==> config.mk <==
export PLATFORM = sky130hd
export DESIGN_NAME = cpm_pin_mux
export DESIGN_NICKNAME = d
export VERILOG_FILES = /design/src/core/cpm_pkg.sv /design/src/core/cpm_pin_mux.sv
export VERILOG_INCLUDE_DIRS = /design/src /design/src/core
export SDC_FILE = /design/constraint.sdc
export NUM_CORES = 1
export LEC_CHECK = 0
export ABC_AREA = 0
export BUFFER_PORTS_ARGS = -buffer_cell sky130_fd_sc_hd__buf_2
export CORE_ASPECT_RATIO = 1.5
export CORE_MARGIN = 2
export CORE_UTILIZATION = 52
export CTS_CLUSTER_DIAMETER = 200
export DETAILED_ROUTE_END_ITERATION = 8
export PLACE_DENSITY_LB_ADDON = 0.3
export RECOVER_POWER = 100
export SLEW_MARGIN = 5
export SYNTH_ARGS = -nofsm -noshare
export SYNTH_HDL_FRONTEND = slang
export SYNTH_SLANG_ARGS = --single-unit
export TNS_END_PERCENT = 20
==> constraint.sdc <==
create_clock -name clk_sys -period 2 [get_ports clk_sys]
set_clock_uncertainty 0.15 [all_clocks]
set_input_delay 0.4 -clock clk_sys [delete_from_list [all_inputs] [get_ports clk_sys]]
set_output_delay 0.4 -clock clk_sys [all_outputs]
set_load 0.05 [all_outputs]
==> src/core/cpm_defines.svh <==
// Register map, field layout, reset values and function codes of the codec pin mux
`ifndef CPM_DEFINES_SVH
`define CPM_DEFINES_SVH
// ==========================================================
// Register offsets
`define CPM_MP_OFS        8'h33
`define CPM_RSVD_OFS      8'h34
`define CPM_DOUT_OFS      8'h35
`define CPM_DIN_OFS       8'h36
// ==========================================================
// Reset values and writable-bit masks
`define CPM_MP_RST        8'h00
`define CPM_DOUT_RST      8'h12
`define CPM_DIN_RST       8'h02
`define CPM_MP_WMASK      8'hFD
`define CPM_DOUT_WMASK    8'hFF
`define CPM_DIN_WMASK     8'hFE
`define CPM_RSVD_RDATA    8'h00
// ==========================================================
// Field positions
`define CPM_MP_FN_MSB     5
`define CPM_MP_FN_LSB     2
`define CPM_MP_IN_BIT     1
`define CPM_MP_GPO_BIT    0
`define CPM_DOUT_KEEP_BIT 4
`define CPM_DOUT_FN_MSB   3
`define CPM_DOUT_FN_LSB   1
`define CPM_DOUT_GPO_BIT  0
`define CPM_DIN_FN_MSB    2
`define CPM_DIN_FN_LSB    1
`define CPM_DIN_IN_BIT    0
// ==========================================================
// Multipurpose pin function codes
`define CPM_MP_OFF        4'h0
`define CPM_MP_INPUT      4'h1
`define CPM_MP_GPI        4'h2
`define CPM_MP_GPO        4'h3
`define CPM_MP_CLKO       4'h4
`define CPM_MP_INTERRUPT_LINE_ONE       4'h5
`define CPM_MP_INTERRUPT_LINE_TWO       4'h6
`define CPM_MP_RWCLK      4'h7
`define CPM_MP_SBCLK      4'h8
`define CPM_MP_SWCLK      4'h9
`define CPM_MP_MODCLK     4'hA
`define CPM_MP_SDOUT      4'hB
// ==========================================================
// Data output pin function codes
`define CPM_DO_OFF        3'h0
`define CPM_DO_PRIM       3'h1
`define CPM_DO_GPO        3'h2
`define CPM_DO_CLKO       3'h3
`define CPM_DO_INTERRUPT_LINE_ONE       3'h4
`define CPM_DO_INTERRUPT_LINE_TWO       3'h5
`define CPM_DO_SBCLK      3'h6
`define CPM_DO_SWCLK      3'h7
// ==========================================================
// Data input pin function codes
`define CPM_DI_OFF        2'h0
`define CPM_DI_EN         2'h1
`define CPM_DI_GPI        2'h2
`endif

==> src/core/cpm_pkg.sv <==
// Types shared by the codec pin mux
package cpm_pkg;
    // Internal signal sources that may be routed to the output pins
    typedef struct packed {
        logic clock_output;
        logic interrupt_line_one;
        logic interrupt_line_two;
        logic record_wclk;
        logic sec_bclk;
        logic sec_wclk;
        logic microphone_modulator_clock;
        logic sec_dout;
        logic prim_dout;
    } cpm_src_t;
    // Pin levels handed to the internal consumers
    typedef struct packed {
        logic mp_level;
        logic din_level;
    } cpm_fanin_t;
endpackage

==> src/core/cpm_pin_mux.sv <==
// Register-controlled function mux for the multipurpose, data output and data input pins
`timescale 1ns/10ps
`include "cpm_defines.svh"

module cpm_pin_mux (
    // Clock and reset
    input  wire logic              clk_sys,
    input  wire logic              rst_b,
    // Register port
    input  wire logic              reg_wr_en,
    input  wire logic              reg_rd_en,
    input  wire logic [7:0]        reg_addr,
    input  wire logic [7:0]        reg_wdata,
    output logic      [7:0]        reg_rdata,
    output logic                   reg_rd_valid,
    // Internal sources and consumers
    input  wire cpm_pkg::cpm_src_t src,
    output cpm_pkg::cpm_fanin_t    fanin,
    // Multipurpose pin
    input  wire logic              mp_pin_in,
    output logic                   mp_pin_out,
    output logic                   mp_pin_oe,
    output logic                   mp_in_buf_en,
    // Data output pin
    output logic                   dout_pin_out,
    output logic                   dout_pin_oe,
    output logic                   dout_keeper_en,
    // Data input pin
    input  wire logic              din_pin_in,
    output logic                   din_in_buf_en
);

    // ==========================================================
    // Control registers
    logic [7:0] mp_ctl_q;
    logic [7:0] dout_ctl_q;
    logic [7:0] din_ctl_q;
    logic       mp_in_q;
    logic       din_in_q;

    logic [3:0] mp_fn;
    logic [2:0] dout_fn;
    logic [1:0] din_fn;

    assign mp_fn   = mp_ctl_q[`CPM_MP_FN_MSB:`CPM_MP_FN_LSB];
    assign dout_fn = dout_ctl_q[`CPM_DOUT_FN_MSB:`CPM_DOUT_FN_LSB];
    assign din_fn  = din_ctl_q[`CPM_DIN_FN_MSB:`CPM_DIN_FN_LSB];

    // Read-only bits are masked so a write never lands in them
    always_ff @(posedge clk_sys or negedge rst_b) begin
        if (!rst_b) begin
            mp_ctl_q <= `CPM_MP_RST;
        end else if (reg_wr_en && reg_addr == `CPM_MP_OFS) begin
            mp_ctl_q <= reg_wdata & `CPM_MP_WMASK;
        end
    end

    always_ff @(posedge clk_sys or negedge rst_b) begin
        if (!rst_b) begin
            dout_ctl_q <= `CPM_DOUT_RST;
        end else if (reg_wr_en && reg_addr == `CPM_DOUT_OFS) begin
            dout_ctl_q <= reg_wdata & `CPM_DOUT_WMASK;
        end
    end

    always_ff @(posedge clk_sys or negedge rst_b) begin
        if (!rst_b) begin
            din_ctl_q <= `CPM_DIN_RST;
        end else if (reg_wr_en && reg_addr == `CPM_DIN_OFS) begin
            din_ctl_q <= reg_wdata & `CPM_DIN_WMASK;
        end
    end

    // ==========================================================
    // Multipurpose pin function decode
    logic mp_oe_d;
    logic mp_out_d;
    logic mp_buf_d;

    // Reserved codes fall to the powered-down state, the safest choice for a pad
    always_comb begin
        mp_oe_d  = 1'b1;
        mp_out_d = 1'b0;
        mp_buf_d = 1'b1;
        case (mp_fn)
            `CPM_MP_OFF: begin
                mp_oe_d  = 1'b0;
                mp_buf_d = 1'b0;
            end
            `CPM_MP_INPUT: mp_oe_d = 1'b0;
            `CPM_MP_GPI:   mp_oe_d = 1'b0;
            `CPM_MP_GPO:   mp_out_d = mp_ctl_q[`CPM_MP_GPO_BIT];
            `CPM_MP_CLKO:  mp_out_d = src.clock_output;
            `CPM_MP_INTERRUPT_LINE_ONE:  mp_out_d = src.interrupt_line_one;
            `CPM_MP_INTERRUPT_LINE_TWO:  mp_out_d = src.interrupt_line_two;
            `CPM_MP_RWCLK: mp_out_d = src.record_wclk;
            `CPM_MP_SBCLK: mp_out_d = src.sec_bclk;
            `CPM_MP_SWCLK: mp_out_d = src.sec_wclk;
            `CPM_MP_MODCLK: mp_out_d = src.microphone_modulator_clock;
            `CPM_MP_SDOUT: mp_out_d = src.sec_dout;
            default: begin
                mp_oe_d  = 1'b0;
                mp_buf_d = 1'b0;
            end
        endcase
    end

    always_ff @(posedge clk_sys or negedge rst_b) begin
        if (!rst_b) begin
            mp_pin_oe    <= 1'b0;
            mp_pin_out   <= 1'b0;
            mp_in_buf_en <= 1'b0;
        end else begin
            mp_pin_oe    <= mp_oe_d;
            mp_pin_out   <= mp_out_d;
            mp_in_buf_en <= mp_buf_d;
        end
    end

    // ==========================================================
    // Data output pin function decode
    logic dout_oe_d;
    logic dout_out_d;

    always_comb begin
        dout_oe_d  = 1'b1;
        dout_out_d = 1'b0;
        case (dout_fn)
            `CPM_DO_OFF:   dout_oe_d  = 1'b0;
            `CPM_DO_PRIM:  dout_out_d = src.prim_dout;
            `CPM_DO_GPO:   dout_out_d = dout_ctl_q[`CPM_DOUT_GPO_BIT];
            `CPM_DO_CLKO:  dout_out_d = src.clock_output;
            `CPM_DO_INTERRUPT_LINE_ONE:  dout_out_d = src.interrupt_line_one;
            `CPM_DO_INTERRUPT_LINE_TWO:  dout_out_d = src.interrupt_line_two;
            `CPM_DO_SBCLK: dout_out_d = src.sec_bclk;
            default:       dout_out_d = src.sec_wclk;
        endcase
    end

    always_ff @(posedge clk_sys or negedge rst_b) begin
        if (!rst_b) begin
            dout_pin_oe    <= 1'b0;
            dout_pin_out   <= 1'b0;
            dout_keeper_en <= 1'b0;
        end else begin
            dout_pin_oe    <= dout_oe_d;
            dout_pin_out   <= dout_out_d;
            dout_keeper_en <= ~dout_ctl_q[`CPM_DOUT_KEEP_BIT];
        end
    end

    // ==========================================================
    // Input buffers and internal fan-in
    logic din_buf_d;

    // Reserved code 11 is treated as powered down
    assign din_buf_d = (din_fn == `CPM_DI_EN) || (din_fn == `CPM_DI_GPI);

    // A powered-down buffer reads as zero rather than a floating level
    always_ff @(posedge clk_sys or negedge rst_b) begin
        if (!rst_b) begin
            mp_in_q  <= 1'b0;
            din_in_q <= 1'b0;
        end else begin
            mp_in_q  <= mp_buf_d & mp_pin_in;
            din_in_q <= din_buf_d & din_pin_in;
        end
    end

    always_ff @(posedge clk_sys or negedge rst_b) begin
        if (!rst_b) begin
            din_in_buf_en <= 1'b0;
            fanin         <= '0;
        end else begin
            din_in_buf_en   <= din_buf_d;
            fanin.mp_level  <= (mp_fn == `CPM_MP_INPUT) & mp_in_q;
            fanin.din_level <= (din_fn == `CPM_DI_EN) & din_in_q;
        end
    end

    // ==========================================================
    // Register readback, one cycle after the read strobe
    always_ff @(posedge clk_sys or negedge rst_b) begin
        if (!rst_b) begin
            reg_rdata    <= 8'h00;
            reg_rd_valid <= 1'b0;
        end else begin
            reg_rd_valid <= reg_rd_en;
            if (!reg_rd_en) begin
                reg_rdata <= reg_rdata;
            end else if (reg_addr == `CPM_MP_OFS) begin
                reg_rdata <= {mp_ctl_q[7:2], mp_in_q, mp_ctl_q[0]};
            end else if (reg_addr == `CPM_DOUT_OFS) begin
                reg_rdata <= dout_ctl_q;
            end else if (reg_addr == `CPM_DIN_OFS) begin
                reg_rdata <= {din_ctl_q[7:1], din_in_q};
            end else begin
                reg_rdata <= `CPM_RSVD_RDATA;
            end
        end
    end

    // ==========================================================
    // Checks
    mp_off_a: assert property (@(posedge clk_sys) disable iff (!rst_b)
        (mp_fn == `CPM_MP_OFF) |=> (!mp_pin_oe && !mp_in_buf_en))
        else $error("multipurpose pin not powered down in off code");

    mp_input_a: assert property (@(posedge clk_sys) disable iff (!rst_b)
        (mp_fn == `CPM_MP_INPUT) |=> (!mp_pin_oe && mp_in_buf_en
            && fanin.mp_level == $past(mp_in_q)))
        else $error("multipurpose input level not handed on");

    mp_gpi_a: assert property (@(posedge clk_sys) disable iff (!rst_b)
        (mp_fn == `CPM_MP_GPI) |=> (!mp_pin_oe && mp_in_buf_en && !fanin.mp_level))
        else $error("multipurpose general input mode wrong");

    mp_gpo_a: assert property (@(posedge clk_sys) disable iff (!rst_b)
        (mp_fn == `CPM_MP_GPO) |=> (mp_pin_oe && mp_pin_out == $past(mp_ctl_q[0])))
        else $error("multipurpose general output level wrong");

    mp_gpo_write_a: assert property (@(posedge clk_sys) disable iff (!rst_b)
        (reg_wr_en && reg_addr == `CPM_MP_OFS && reg_wdata[5:0] == 6'h0D)
            |=> ##1 (mp_pin_oe && mp_pin_out))
        else $error("written general output level not driven");

    mp_int_a: assert property (@(posedge clk_sys) disable iff (!rst_b)
        (mp_fn == `CPM_MP_INTERRUPT_LINE_ONE) |=> (mp_pin_out == $past(src.interrupt_line_one)))
        else $error("interrupt line one not on multipurpose pin");

    mp_clk_a: assert property (@(posedge clk_sys) disable iff (!rst_b)
        (mp_fn == `CPM_MP_SBCLK) |=> (mp_pin_oe && mp_pin_out == $past(src.sec_bclk)))
        else $error("secondary bit clock not on multipurpose pin");

    mp_sdout_a: assert property (@(posedge clk_sys) disable iff (!rst_b)
        (mp_fn == `CPM_MP_SDOUT) |=> (mp_pin_out == $past(src.sec_dout)))
        else $error("secondary data not on multipurpose pin");

    mp_modclk_a: assert property (@(posedge clk_sys) disable iff (!rst_b)
        (mp_fn == `CPM_MP_MODCLK)
            |=> (mp_pin_out == $past(src.microphone_modulator_clock)))
        else $error("modulator clock not on multipurpose pin");

    mp_readback_a: assert property (@(posedge clk_sys) disable iff (!rst_b)
        (reg_rd_en && reg_addr == `CPM_MP_OFS && mp_buf_d)
            |=> (reg_rd_valid && reg_rdata[1] == $past(mp_in_q)))
        else $error("multipurpose input readback wrong");

    keeper_ctl_a: assert property (@(posedge clk_sys) disable iff (!rst_b)
        ##1 (dout_keeper_en == !$past(dout_ctl_q[4])))
        else $error("keeper enable does not follow control bit");

    dout_mode_a: assert property (@(posedge clk_sys) disable iff (!rst_b)
        (dout_fn == `CPM_DO_PRIM) |=> (dout_pin_oe && dout_pin_out == $past(src.prim_dout)))
        else $error("primary data not on data output pin");

    dout_int_a: assert property (@(posedge clk_sys) disable iff (!rst_b)
        (dout_fn == `CPM_DO_INTERRUPT_LINE_TWO) |=> (dout_pin_out == $past(src.interrupt_line_two)))
        else $error("interrupt line two not on data output pin");

    dout_clk_a: assert property (@(posedge clk_sys) disable iff (!rst_b)
        (dout_fn == `CPM_DO_SWCLK) |=> (dout_pin_out == $past(src.sec_wclk)))
        else $error("secondary word clock not on data output pin");

    dout_gpo_a: assert property (@(posedge clk_sys) disable iff (!rst_b)
        (dout_fn == `CPM_DO_GPO) |=> (dout_pin_oe && dout_pin_out == $past(dout_ctl_q[0])))
        else $error("data output general level wrong");

    din_off_a: assert property (@(posedge clk_sys) disable iff (!rst_b)
        (din_fn == `CPM_DI_OFF) |=> (!din_in_buf_en && !fanin.din_level))
        else $error("data input buffer not powered down");

    din_gpi_a: assert property (@(posedge clk_sys) disable iff (!rst_b)
        (din_fn == `CPM_DI_GPI && reg_rd_en && reg_addr == `CPM_DIN_OFS)
            |=> (reg_rdata[0] == $past(din_in_q) && !fanin.din_level))
        else $error("data input readback wrong");

endmodule

* Word level (Yosys, flattened, before mapping) *
Index checks and enable logic that the tools add are counted.

word-level totals
  input port bits = 31
  output and inout port bits = 18
  bits in registers = 42
  word-level logic and storage cells = 58

operators by class
  reduce and logical (&&, ||, !) cells = 7
  bitwise gates (word level) = 5
  equal/unequal tests = 22
  muxes and demuxes = 8

operators with widths
  cell                                                                    number
  8-bit by 6-bit equality test with 1-bit output (second input constant)  3
  8-bit two-way mux                                                       3
  4-bit by 3-bit equality test with 1-bit output (second input constant)  4
  4-bit equality test (second input constant)                             4
  11-bit OR reduction                                                     1
  3-bit equality test (second input constant)                             3
  1-bit one-hot mux with 9 select lines                                   1
  9-bit OR reduction                                                      1
  4-bit by 2-bit equality test with 1-bit output (second input constant)  2
  1-bit one-hot mux with 7 select lines                                   1
  3-bit by 2-bit equality test with 1-bit output (second input constant)  2
  1-bit bitwise AND                                                       4
  4-bit by 1-bit equality test with 1-bit output (second input constant)  1
  3-bit by 1-bit equality test with 1-bit output (second input constant)  1
  1-bit logical AND                                                       3
  3-bit logical NOT                                                       1
  1-bit two-way mux                                                       3
  2-bit by 1-bit equality test with 1-bit output (second input constant)  1
  2-bit equality test (second input constant)                             1
  1-bit logical OR                                                        1
  1-bit inverter                                                          1

* Longest topological paths before layout *
Gate-level depths: netlist of the first run.

  word-level depth = 4
  mapped depth = 6
  mapped depth without buffers = 6

* Worst setup path after synthesis of the first run *
Ideal clock, no wire load.

  path type = input to register
  from = in reg_addr[7]
  to = reg din_ctl_q[2]
  library setup time = 125 ps
  setup slack = 220 ps
  arrival time = 1505 ps
  buffers on the path = 1
  required time = 1725 ps
  stages = 5
  path through = nor4b_2 and3_2 and3_4 buf_12 mux2_4

between the ends
  cells in the longest elaborated chain, start to end = 2

RTL lines
  what                                                             line               source
  from (decl)                                                      cpm_pin_mux.sv:12  input wire logic [7:0] reg_addr,
  8-bit by 6-bit equality test with 1-bit output (no source line)  n/a
  1-bit logical AND (no source line)                               n/a
  to (signal assigned)                                             cpm_pin_mux.sv:68  din_ctl_q <= `CPM_DIN_RST;
  to (signal assigned)                                             cpm_pin_mux.sv:70  din_ctl_q <= reg_wdata & `CPM_DIN_WMASK;
  to (decl)                                                        cpm_pin_mux.sv:37  logic [7:0] din_ctl_q;

No other way between the ends.
A chain may end at the register's enable or synchronous reset.

* Worst setup path in the final report of the first run *
  from = in reg_addr[7]
  to = reg din_ctl_q[4]

The elaborated chain is that of the path after synthesis.

==> impl_metrics.ini, run 1 <==
[synth]
avgSynthCellArea_um2 = 12.4
synthCells = 157
seq_area_frac_synth = 0.541
synth.area.top_cells = dfrtp_1 (50%), mux2_2 (8.7%), mux2_4 (5.4%)
ys_types = 34
ys_warn_count = 0
syn-num-nets = 192
synth_seq_cells = 42
synth_top_area_share = 0.501
syn_area_um2 = 1950
yosysTopAreaCell = dfrtp_1

[timing]
tns_ns = 0
rsz0062_at_grt = no
tightest_slew_ns = 0.690
setup_viol = 0
setup_slack_ns = 0.277
fmax_mhz = 580
slew_headroom = 0.540
finalCriticalPeriod_ns = 1.72
min_period_over_period = 0.861
maxSlewViolCount = 0
hold_viol_final = 0

[clocking]
cts_tree = built
cts_resized = 0
worst_skew_pair.late_latency_ns = 0.29
cts_buffer_depth = 2
postCtsHoldBufs = 1
post_cts_buffers = 0
clock_sinks = 42
numCtsBuffers = 5
cts.reportedPaths.clkPinSlew_ns = 0.07
cts-root-buf = clkbuf_8
htree_levels = 2

[floorplanning]
start_util = 0.539
rows = 27
ioPinCount = 49
dieArea_um2 = 4260
core-area_um2 = 3610
die_x_um = 54.0
die_height_um = 79.0

[setup_path]
crit_fanout = 7
crit_buf_inv = 1
criticalPathCategory = in2reg
cp.arrival_ns = 1.75
end_kind = flip-flop
cp_top_family = simple AND/OR/NAND/NOR gates
slowest_delay_ns = 0.35
crit_required_ns = 2.02
startpoint_type = input pin
cp_cell_sequence = buf_2 > nor4b_1 > and3_1 > and3_4 > mux2_4
slowest_stage = nor4b_1

[global_routing]
grt_first_pass_wirelength_um = 6710
grt_usage = 0.219
grt_max_degree = 29
grt_overflow = 0
antenna_found_initial = 0
grt_pass1_vias = 1403

[final_layout]
ff_latch_area_um2 = 1050
multi_input_area_um2 = 773
drive_above_1_share = 0.292
nNetsFinal = 244
fin_area_um2 = 2260
utilization = 0.624
fillers = 314
num_antenna_cells = 0
syn_to_final_growth_pct = 15.8

[power]
peakVddDrop_mv = 0.495
p_per_area_nw_per_um2 = 717
p_leak_nw = 1.04
total_power_mw = 1.62

[detailed_routing]
finalWirelength_um = 4110
drtAntennaViolNets = 0
drt_iter0_drc = 35
drt-pass1-iter-count = 4
wl_per_cell_um = 16.3
num_vias = 1374
drc = 0
via_per_inst = 5.45

[run]
max-cap-violations = 0

[placed_design]
post-dp-hpwl_um = 3080
numPortBuffers = 48
globalplace.congestion = 0.804
dpl_worst_slack_ns = 0.0638
placed_area_um2 = 2210

[status]
status = complete, no violations

[min_path]
hold_class = in2reg
## cells in the final DEF (no fill, tap or decap), drive strengths merged, types with 3 or more instances in the layout
master | synthesis | layout
dfrtp | 39 | 39
nand2 | 7 | 7
clkbuf | 4 | 31
nor2b | 3 | 3
o21ai | 4 | 4
ha | 4 | 4
a22oi | 8 | 8
dfstp | 3 | 3
o22ai | 9 | 9
a21oi | 4 | 4
inv | 14 | 14
buf | 4 | 28
nand3 | 5 | 5
a22o | 8 | 8
nor2 | 3 | 3
mux2i | 4 | 4
mux2 | 22 | 22
## synth_stat cells (all sizes together)
master and instances:
a22oi 8, ha 4, o21ai 4, nor2b 3, and4b 1, nor2 3
nand2 7, dfrtp 39, o22ai 9, a221oi 1, clkbuf 4, and2 2
nand2b 1, nor3 1, buf 4, or3 1, a22o 8, dfstp 3
a311oi 1, inv 14, a21oi 4, mux2i 4, and3 2, nor4b 1
nand3 5, nor3b 1, mux2 22
## worst paths after layout
check	depth (start not counted)	from	slack (ns)	end
min in group asynchronous	2	rst_b	0.53	fanin[0]
setup / recovery	5	reg_addr[7]	0.28	din_ctl_q[4]
setup reg to reg	4	mp_ctl_q[2]	0.43	mp_pin_out
max in group asynchronous	3	rst_b	0.45	reg_rd_valid
hold reg to reg	1	dout_ctl_q[4]	0.32	dout_keeper_en
hold / removal	2	din_pin_in	0.18	din_in_q
## final cells by class
type                       instances  share of cell area
sequential                        42               0.468
multi-input combinational         93               0.343
timing repair buffer              53               0.109
clock buffer                       7              0.0338
tap                               43              0.0238
inverter                          14              0.0233
## stage by stage
step,cells,hold slack (ns)
finish,252,0.178
global route,252,0.195
CTS,252,0.169
detailed placement,244,0.294
global placement,244,0.274
floorplan,157,-0.0456
## power by group
group / total [mW] / internal [mW] / switching [mW] / leakage (nW)
Clock: 0.498 / 0.240 / 0.258 / 0.0383
Combinational: 0.202 / 0.0747 / 0.127 / 0.442
Sequential: 0.918 / 0.887 / 0.0307 / 0.563
## per-layer routing
layer | vias up | GRT usage | part of all wire
met5 | - | 0 | 0
met4 | 0 | 0.0975 | 0.019
met3 | 7 | 0.0508 | 0.054
met2 | 50 | 0.363 | 0.50
met1 | 657 | 0.263 | 0.43
li1 | 660 | - | -
## logic make-up after synthesis
logic type / count (synthesis) / share of synthesized area
flops: 42 / 0.541
compound gates: 35 / 0.125
simple gates: 28 / 0.0886
mux: 26 / 0.161
buf+inv: 22 / 0.0578
fa+ha+maj: 4 / 0.0257
## flip-flops by register name (all words and copies together), names as in the netlist, 2 cells and up
name and cells:
din_ctl_q 7, dout_ctl_q 8, mp_ctl_q 7, fanin 2, reg_rdata 8
Note: power is estimated with default switching activity, not from simulation.
==> inputs of run 2 (changes only) <==
--- a/config.mk
+++ b/config.mk
@@ -16,4 +16,5 @@
 export PLACE_DENSITY_LB_ADDON = 0.3
 export RECOVER_POWER = 100
+export SKIP_LAST_GASP = 1
 export SLEW_MARGIN = 5
 export SYNTH_ARGS = -nofsm -noshare
==> constraint.sdc (replaced) <==
create_clock -name clk_sys -period 2 [get_ports clk_sys]
set_clock_uncertainty 0.15 [all_clocks]
set_input_delay 0.5 -clock clk_sys [delete_from_list [all_inputs] [get_ports clk_sys]]
set_output_delay 0.5 -clock clk_sys [all_outputs]
set_load 0.05 [all_outputs]
==> run 2 against run 1 <==
Compared with the run above: cell area fell by 0.94%; flip-flop and latch count stayed put; maximum frequency shrank 4.5%; combinational power is 4% lower; sequential share of layout area rose by 0.45 points; clock power grew 13%; non-clock buffer count decreased by 2; via count increased by 0.73%; die area unchanged; sequential power hardly changed; count of clock-buffer cells in the layout unchanged; wire length shrank 2.5%; critical path type unchanged; critical endpoint is now mp_ctl_q[3].
==> impl_metrics.ini, run 2 (same netlist as run 1, synthesis figures left out) <==
[status]
status = complete, no violations

[detailed_routing]
drtAntennaViolNets = 0
num_vias = 1384
wl_per_cell_um = 16.0
via_per_inst = 5.51
drt-pass1-iter-count = 4
finalWirelength_um = 4010
drt_iter0_drc = 23
drc = 0

[final_layout]
syn_to_final_growth_pct = 14.7
num_antenna_cells = 0
fin_area_um2 = 2230
multi_input_area_um2 = 751
ff_latch_area_um2 = 1050
nNetsFinal = 242
drive_above_1_share = 0.274
final_cell_mix = dfrtp_1 (39), buf_2 (28), clkbuf_1 (22)
reg_top3 = dout_ctl_q: 8 flops, reg_rdata: 8 flops
layout.cells.most_common = dfrtp_1
fillers = 307

[global_routing]
antenna_found_initial = 0
grt_pass1_vias = 1362
grt_max_degree = 43
grt_overflow = 0
grt_usage = 0.216
grt_first_pass_wirelength_um = 6520

[placed_design]
post-dp-hpwl_um = 2910
numPortBuffers = 48
globalplace.congestion = 0.797
placed_area_um2 = 2200

[power]
total_power_mw = 1.67
power_frac_clock = 0.336
p_per_area_nw_per_um2 = 748
seqPwrFrac = 0.548
comb_power_share = 0.116
peakVddDrop_mv = 0.493
sw_frac_of_total = 0.262
switching_power_uw = 438
p_leak_nw = 1.05
p_int_mw = 1.23

[timing]
fin_hold_ws_ns = 0.273
min_period_over_period = 0.902
maxSlewViolCount = 0
rsz0062_at_grt = no
tightest_slew_ns = 1.04
fmax_mhz = 554
slew_headroom = 0.310
finalCriticalPeriod_ns = 1.80
setup_viol = 0
hold_viol_final = 0

[setup_path]
slowest_delay_ns = 0.39
crit_required_ns = 2.03
cp_cell_sequence = buf_2 > nor4b_2 > and3_2 > nand3_1 > mux2_2
slowest_stage = mux2_2
end_kind = flip-flop
startpoint_type = input pin
crit_fanout = 7
criticalPathCategory = in2reg
cp.arrival_ns = 1.83

[floorplanning]
ioPinCount = 49
start_util = 0.539
dieArea_um2 = 4260
die_x_um = 54.0
core-area_um2 = 3610
rows = 27
die_height_um = 79.0

[clocking]
worst_skew_pair.late_latency_ns = 0.29
cts-root-buf = clkbuf_8
postCtsHoldBufs = 0
cts_resized = 0
clock_sinks = 42
post_cts_buffers = 0
cts.reportedPaths.clkPinSlew_ns = 0.07
numCtsBuffers = 5
cts_buffer_depth = 2
cts_tree = built
htree_levels = 2

[min_path]
hold_class = in2reg

[run]
max-cap-violations = 0
==> run 2: layout make-up <==
cell class / count / share of cell area
repair buffers: 51 / 0.104
clock inverters: 1 / 0.00224
inverters: 14 / 0.0235
flip-flops and latches: 42 / 0.472
clock buffers: 7 / 0.0386
well taps: 43 / 0.0241
multi-input cells: 93 / 0.336
==> run 2: path summary, 6_finish.rpt <==
check,endpoint,from,slack [ns],cells past startpoint
setup / recovery,mp_ctl_q[3],reg_addr[7],0.20,5
max in group asynchronous,dout_ctl_q[6],rst_b,0.76,2
min in group asynchronous,din_in_buf_en,rst_b,0.31,2
hold / removal,mp_in_q,mp_pin_in,0.27,2
hold reg to reg,dout_keeper_en,dout_ctl_q[4],0.33,1
setup reg to reg,mp_pin_out,mp_ctl_q[2],0.44,4
==> run 2: through the flow <==
step | util | worst slack, ns | instances | setup TNS (ns)
2_1_floorplan | - | 0.120 | 157 | 0
3_3_place_gp | 0.610 | -0.0117 | 243 | -0.0674
3_5_place_dp | 0.610 | -0.0418 | 243 | -0.224
4_1_cts | 0.635 | 0.274 | 251 | 0
5_1_grt | 0.618 | 0.122 | 251 | 0
6_report | 0.618 | 0.195 | 251 | 0
==> run 2: layer usage <==
layer  global-route usage  wire length (um)
met5                    0                 0
met4                0.120                78
met3               0.0432               243
met2                0.327              2000
met1                0.283              1680
==> run 2: critical path, delay by kind of cell <==
kind	cells	cell delay, ns
buffers and inverters	1	0.10
muxes	1	0.39
and+or+nand+nor	3	0.83
==> run 2: power by group through the flow <==
stage          Sequential (mW)  Clock (mW)  Combinational [mW]
2_1_floorplan            0.968           0              0.0852
3_3_place_gp             0.931           0               0.202
3_5_place_dp             0.933           0               0.208
4_1_cts                  0.917       0.576               0.208
5_1_grt                  0.921       0.597               0.216
6_report                 0.916       0.562               0.194
==> inputs of run 3 (changes only) <==
==> constraint.sdc (replaced) <==
create_clock -name clk_sys -period 2 [get_ports clk_sys]
set_clock_uncertainty 0.15 [all_clocks]
set_input_delay 0.3 -clock clk_sys [delete_from_list [all_inputs] [get_ports clk_sys]]
set_output_delay 0.3 -clock clk_sys [all_outputs]
set_load 0.05 [all_outputs]
==> run 3 against run 2 <==
Compared with the run above: register-to-register slack worse by 0.02 ns; critical path type unchanged; cell count up 1.2%; power down 0.37%; non-clock buffer count up 3; sequential power about the same; cell area up 1.0%; global-route usage down 0.67 points; via count up 2.6%; combinational power up 3%; wire length down 2.5%; count of clock-buffer cells in the layout unchanged.
==> impl_metrics.ini, run 3 (same netlist as run 1, synthesis figures left out) <==
[detailed_routing]
finalWirelength_um = 3910
drt_iter0_drc = 38
via_per_inst = 5.59
drtAntennaViolNets = 0
drc = 0
wl_per_cell_um = 15.4
num_vias = 1420
drt-pass1-iter-count = 4

[global_routing]
grt_pass1_vias = 1383
grt_overflow = 0
top_usage_layer = met2
grt_usage = 0.209
grt_first_pass_wirelength_um = 6340
grt_use_met3 = 0.0545
antenna_found_initial = 0
grt.met1_usage = 0.254
grt_max_degree = 43
grt_use_met2 = 0.327

[placed_design]
post-dp-hpwl_um = 2880
placed_area_um2 = 2220
globalplace.congestion = 0.807
numPortBuffers = 48
placedCellCount = 245

[floorplanning]
ioPinCount = 49
rows = 27
start_util = 0.539
die_x_um = 54.0
dieArea_um2 = 4260
die_height_um = 79.0
core-area_um2 = 3610

[setup_path]
cp.arrival_ns = 1.71
startpoint_type = input pin
end_kind = flip-flop
crit_fanout = 7
criticalPathCategory = in2reg
crit_required_ns = 2.03

[final_layout]
drive_above_1_share = 0.280
layout.cells.most_common = dfrtp_1
num_antenna_cells = 0
utilization = 0.624
nNetsFinal = 245
fin_cells = 254
syn_to_final_growth_pct = 15.9
fin_area_um2 = 2260
final_cell_mix = dfrtp_1 (39), buf_2 (29), clkbuf_1 (20)
reg_top3 = dout_ctl_q: 8 flops, reg_rdata: 8 flops

[power]
p_per_area_nw_per_um2 = 738
switching_power_uw = 427
p_leak_nw = 1.07
seqPwrFrac = 0.550
p_int_mw = 1.24
comb_power_share = 0.119
peakVddDrop_mv = 0.507
sw_frac_of_total = 0.257
power_frac_clock = 0.330

[clocking]
numCtsBuffers = 5
cts_tree = built
clock_sinks = 42
worst_skew_pair.late_latency_ns = 0.29
htree_levels = 2
cts-root-buf = clkbuf_8
cts_buffer_depth = 2
cts_resized = 0
cts.reportedPaths.clkPinSlew_ns = 0.07

[timing]
fmax_mhz = 594
hold_viol_final = 0
tns_ns = 0
fin_hold_ws_ns = 0.0782
setup_viol = 0
maxSlewViolCount = 0
rsz0062_at_grt = no
tightest_slew_ns = 1.00
min_period_over_period = 0.841
finalCriticalPeriod_ns = 1.68
slew_headroom = 0.331

[run]
max-cap-violations = 0

[status]
status = complete, no violations

[min_path]
hold_class = in2reg
==> run 3: cell count changes in the layout (fill, tap and decap cells not counted) <==
cell,before,now
buf_4,1,4
clkbuf_1,22,20
and3_1,0,1
and3_2,1,0
dlygate4sd3_1,0,1
nor4b_1,0,1
nor4b_2,1,0
buf_2,28,29
==> run 3: per-layer routing <==
| layer | part of all wire | vias up |
|---|---|---|
| li1 | - | 664 |
| met1 | 0.42 | 698 |
| met2 | 0.49 | 48 |
| met3 | 0.062 | 10 |
| met4 | 0.029 | 0 |
| met5 | 0 | - |
==> run 3: layout make-up <==
class / count / area (um^2)
Fill cell: 311 / 1360
Multi-Input combinational cell: 93 / 743
Timing Repair Buffer: 54 / 262
Sequential cell: 42 / 1050
Inverter: 14 / 52.6
Clock buffer: 7 / 86.3
Tap cell: 43 / 53.8
Clock inverter: 1 / 5.00
==> run 3: stage by stage <==
step / total power, mW / setup slack, ns
after floorplan: 1.05 / 0.320
after global placement: 1.14 / 0.192
after detailed placement: 1.14 / 0.166
after CTS: 1.70 / 0.438
after global routing: 1.74 / 0.198
final: 1.67 / 0.317
==> run 3: critical path: stages <==
cell and delay [ns]:
buf_2 0.10, nor4b_1 0.34, and3_1 0.26, nand3_1 0.32
mux2_2 0.39
==> run 3: what timing repair did <==
action,4_1_cts,5_1_grt
hold endpoints to repair,39,0
endpoints found under the setup margin,0,0
setup buffers,0,0
hold buffers,1,0
==> run 3: power groups by stage <==
stage / clock network (mW) / logic (mW) / registers, mW
after floorplan: 0 / 0.0852 / 0.968
after global placement: 0 / 0.204 / 0.931
after detailed placement: 0 / 0.211 / 0.933
after CTS: 0.569 / 0.213 / 0.917
after global routing: 0.602 / 0.219 / 0.921
final: 0.550 / 0.199 / 0.917
==> run 3: path summary, 6_finish.rpt <==
| check | depth (start not counted) | start | slack, ns | to |
|---|---|---|---|---|
| min in group asynchronous | 3 | rst_b | 0.64 | reg_rdata[1] |
| max in group asynchronous | 3 | rst_b | 0.45 | mp_pin_oe |
| max reg2reg | 4 | dout_ctl_q[1] | 0.42 | dout_pin_out |
| max | 5 | reg_addr[7] | 0.32 | mp_ctl_q[3] |
| min | 2 | mp_pin_in | 0.08 | mp_in_q |
| min reg2reg | 1 | dout_ctl_q[4] | 0.32 | dout_keeper_en |
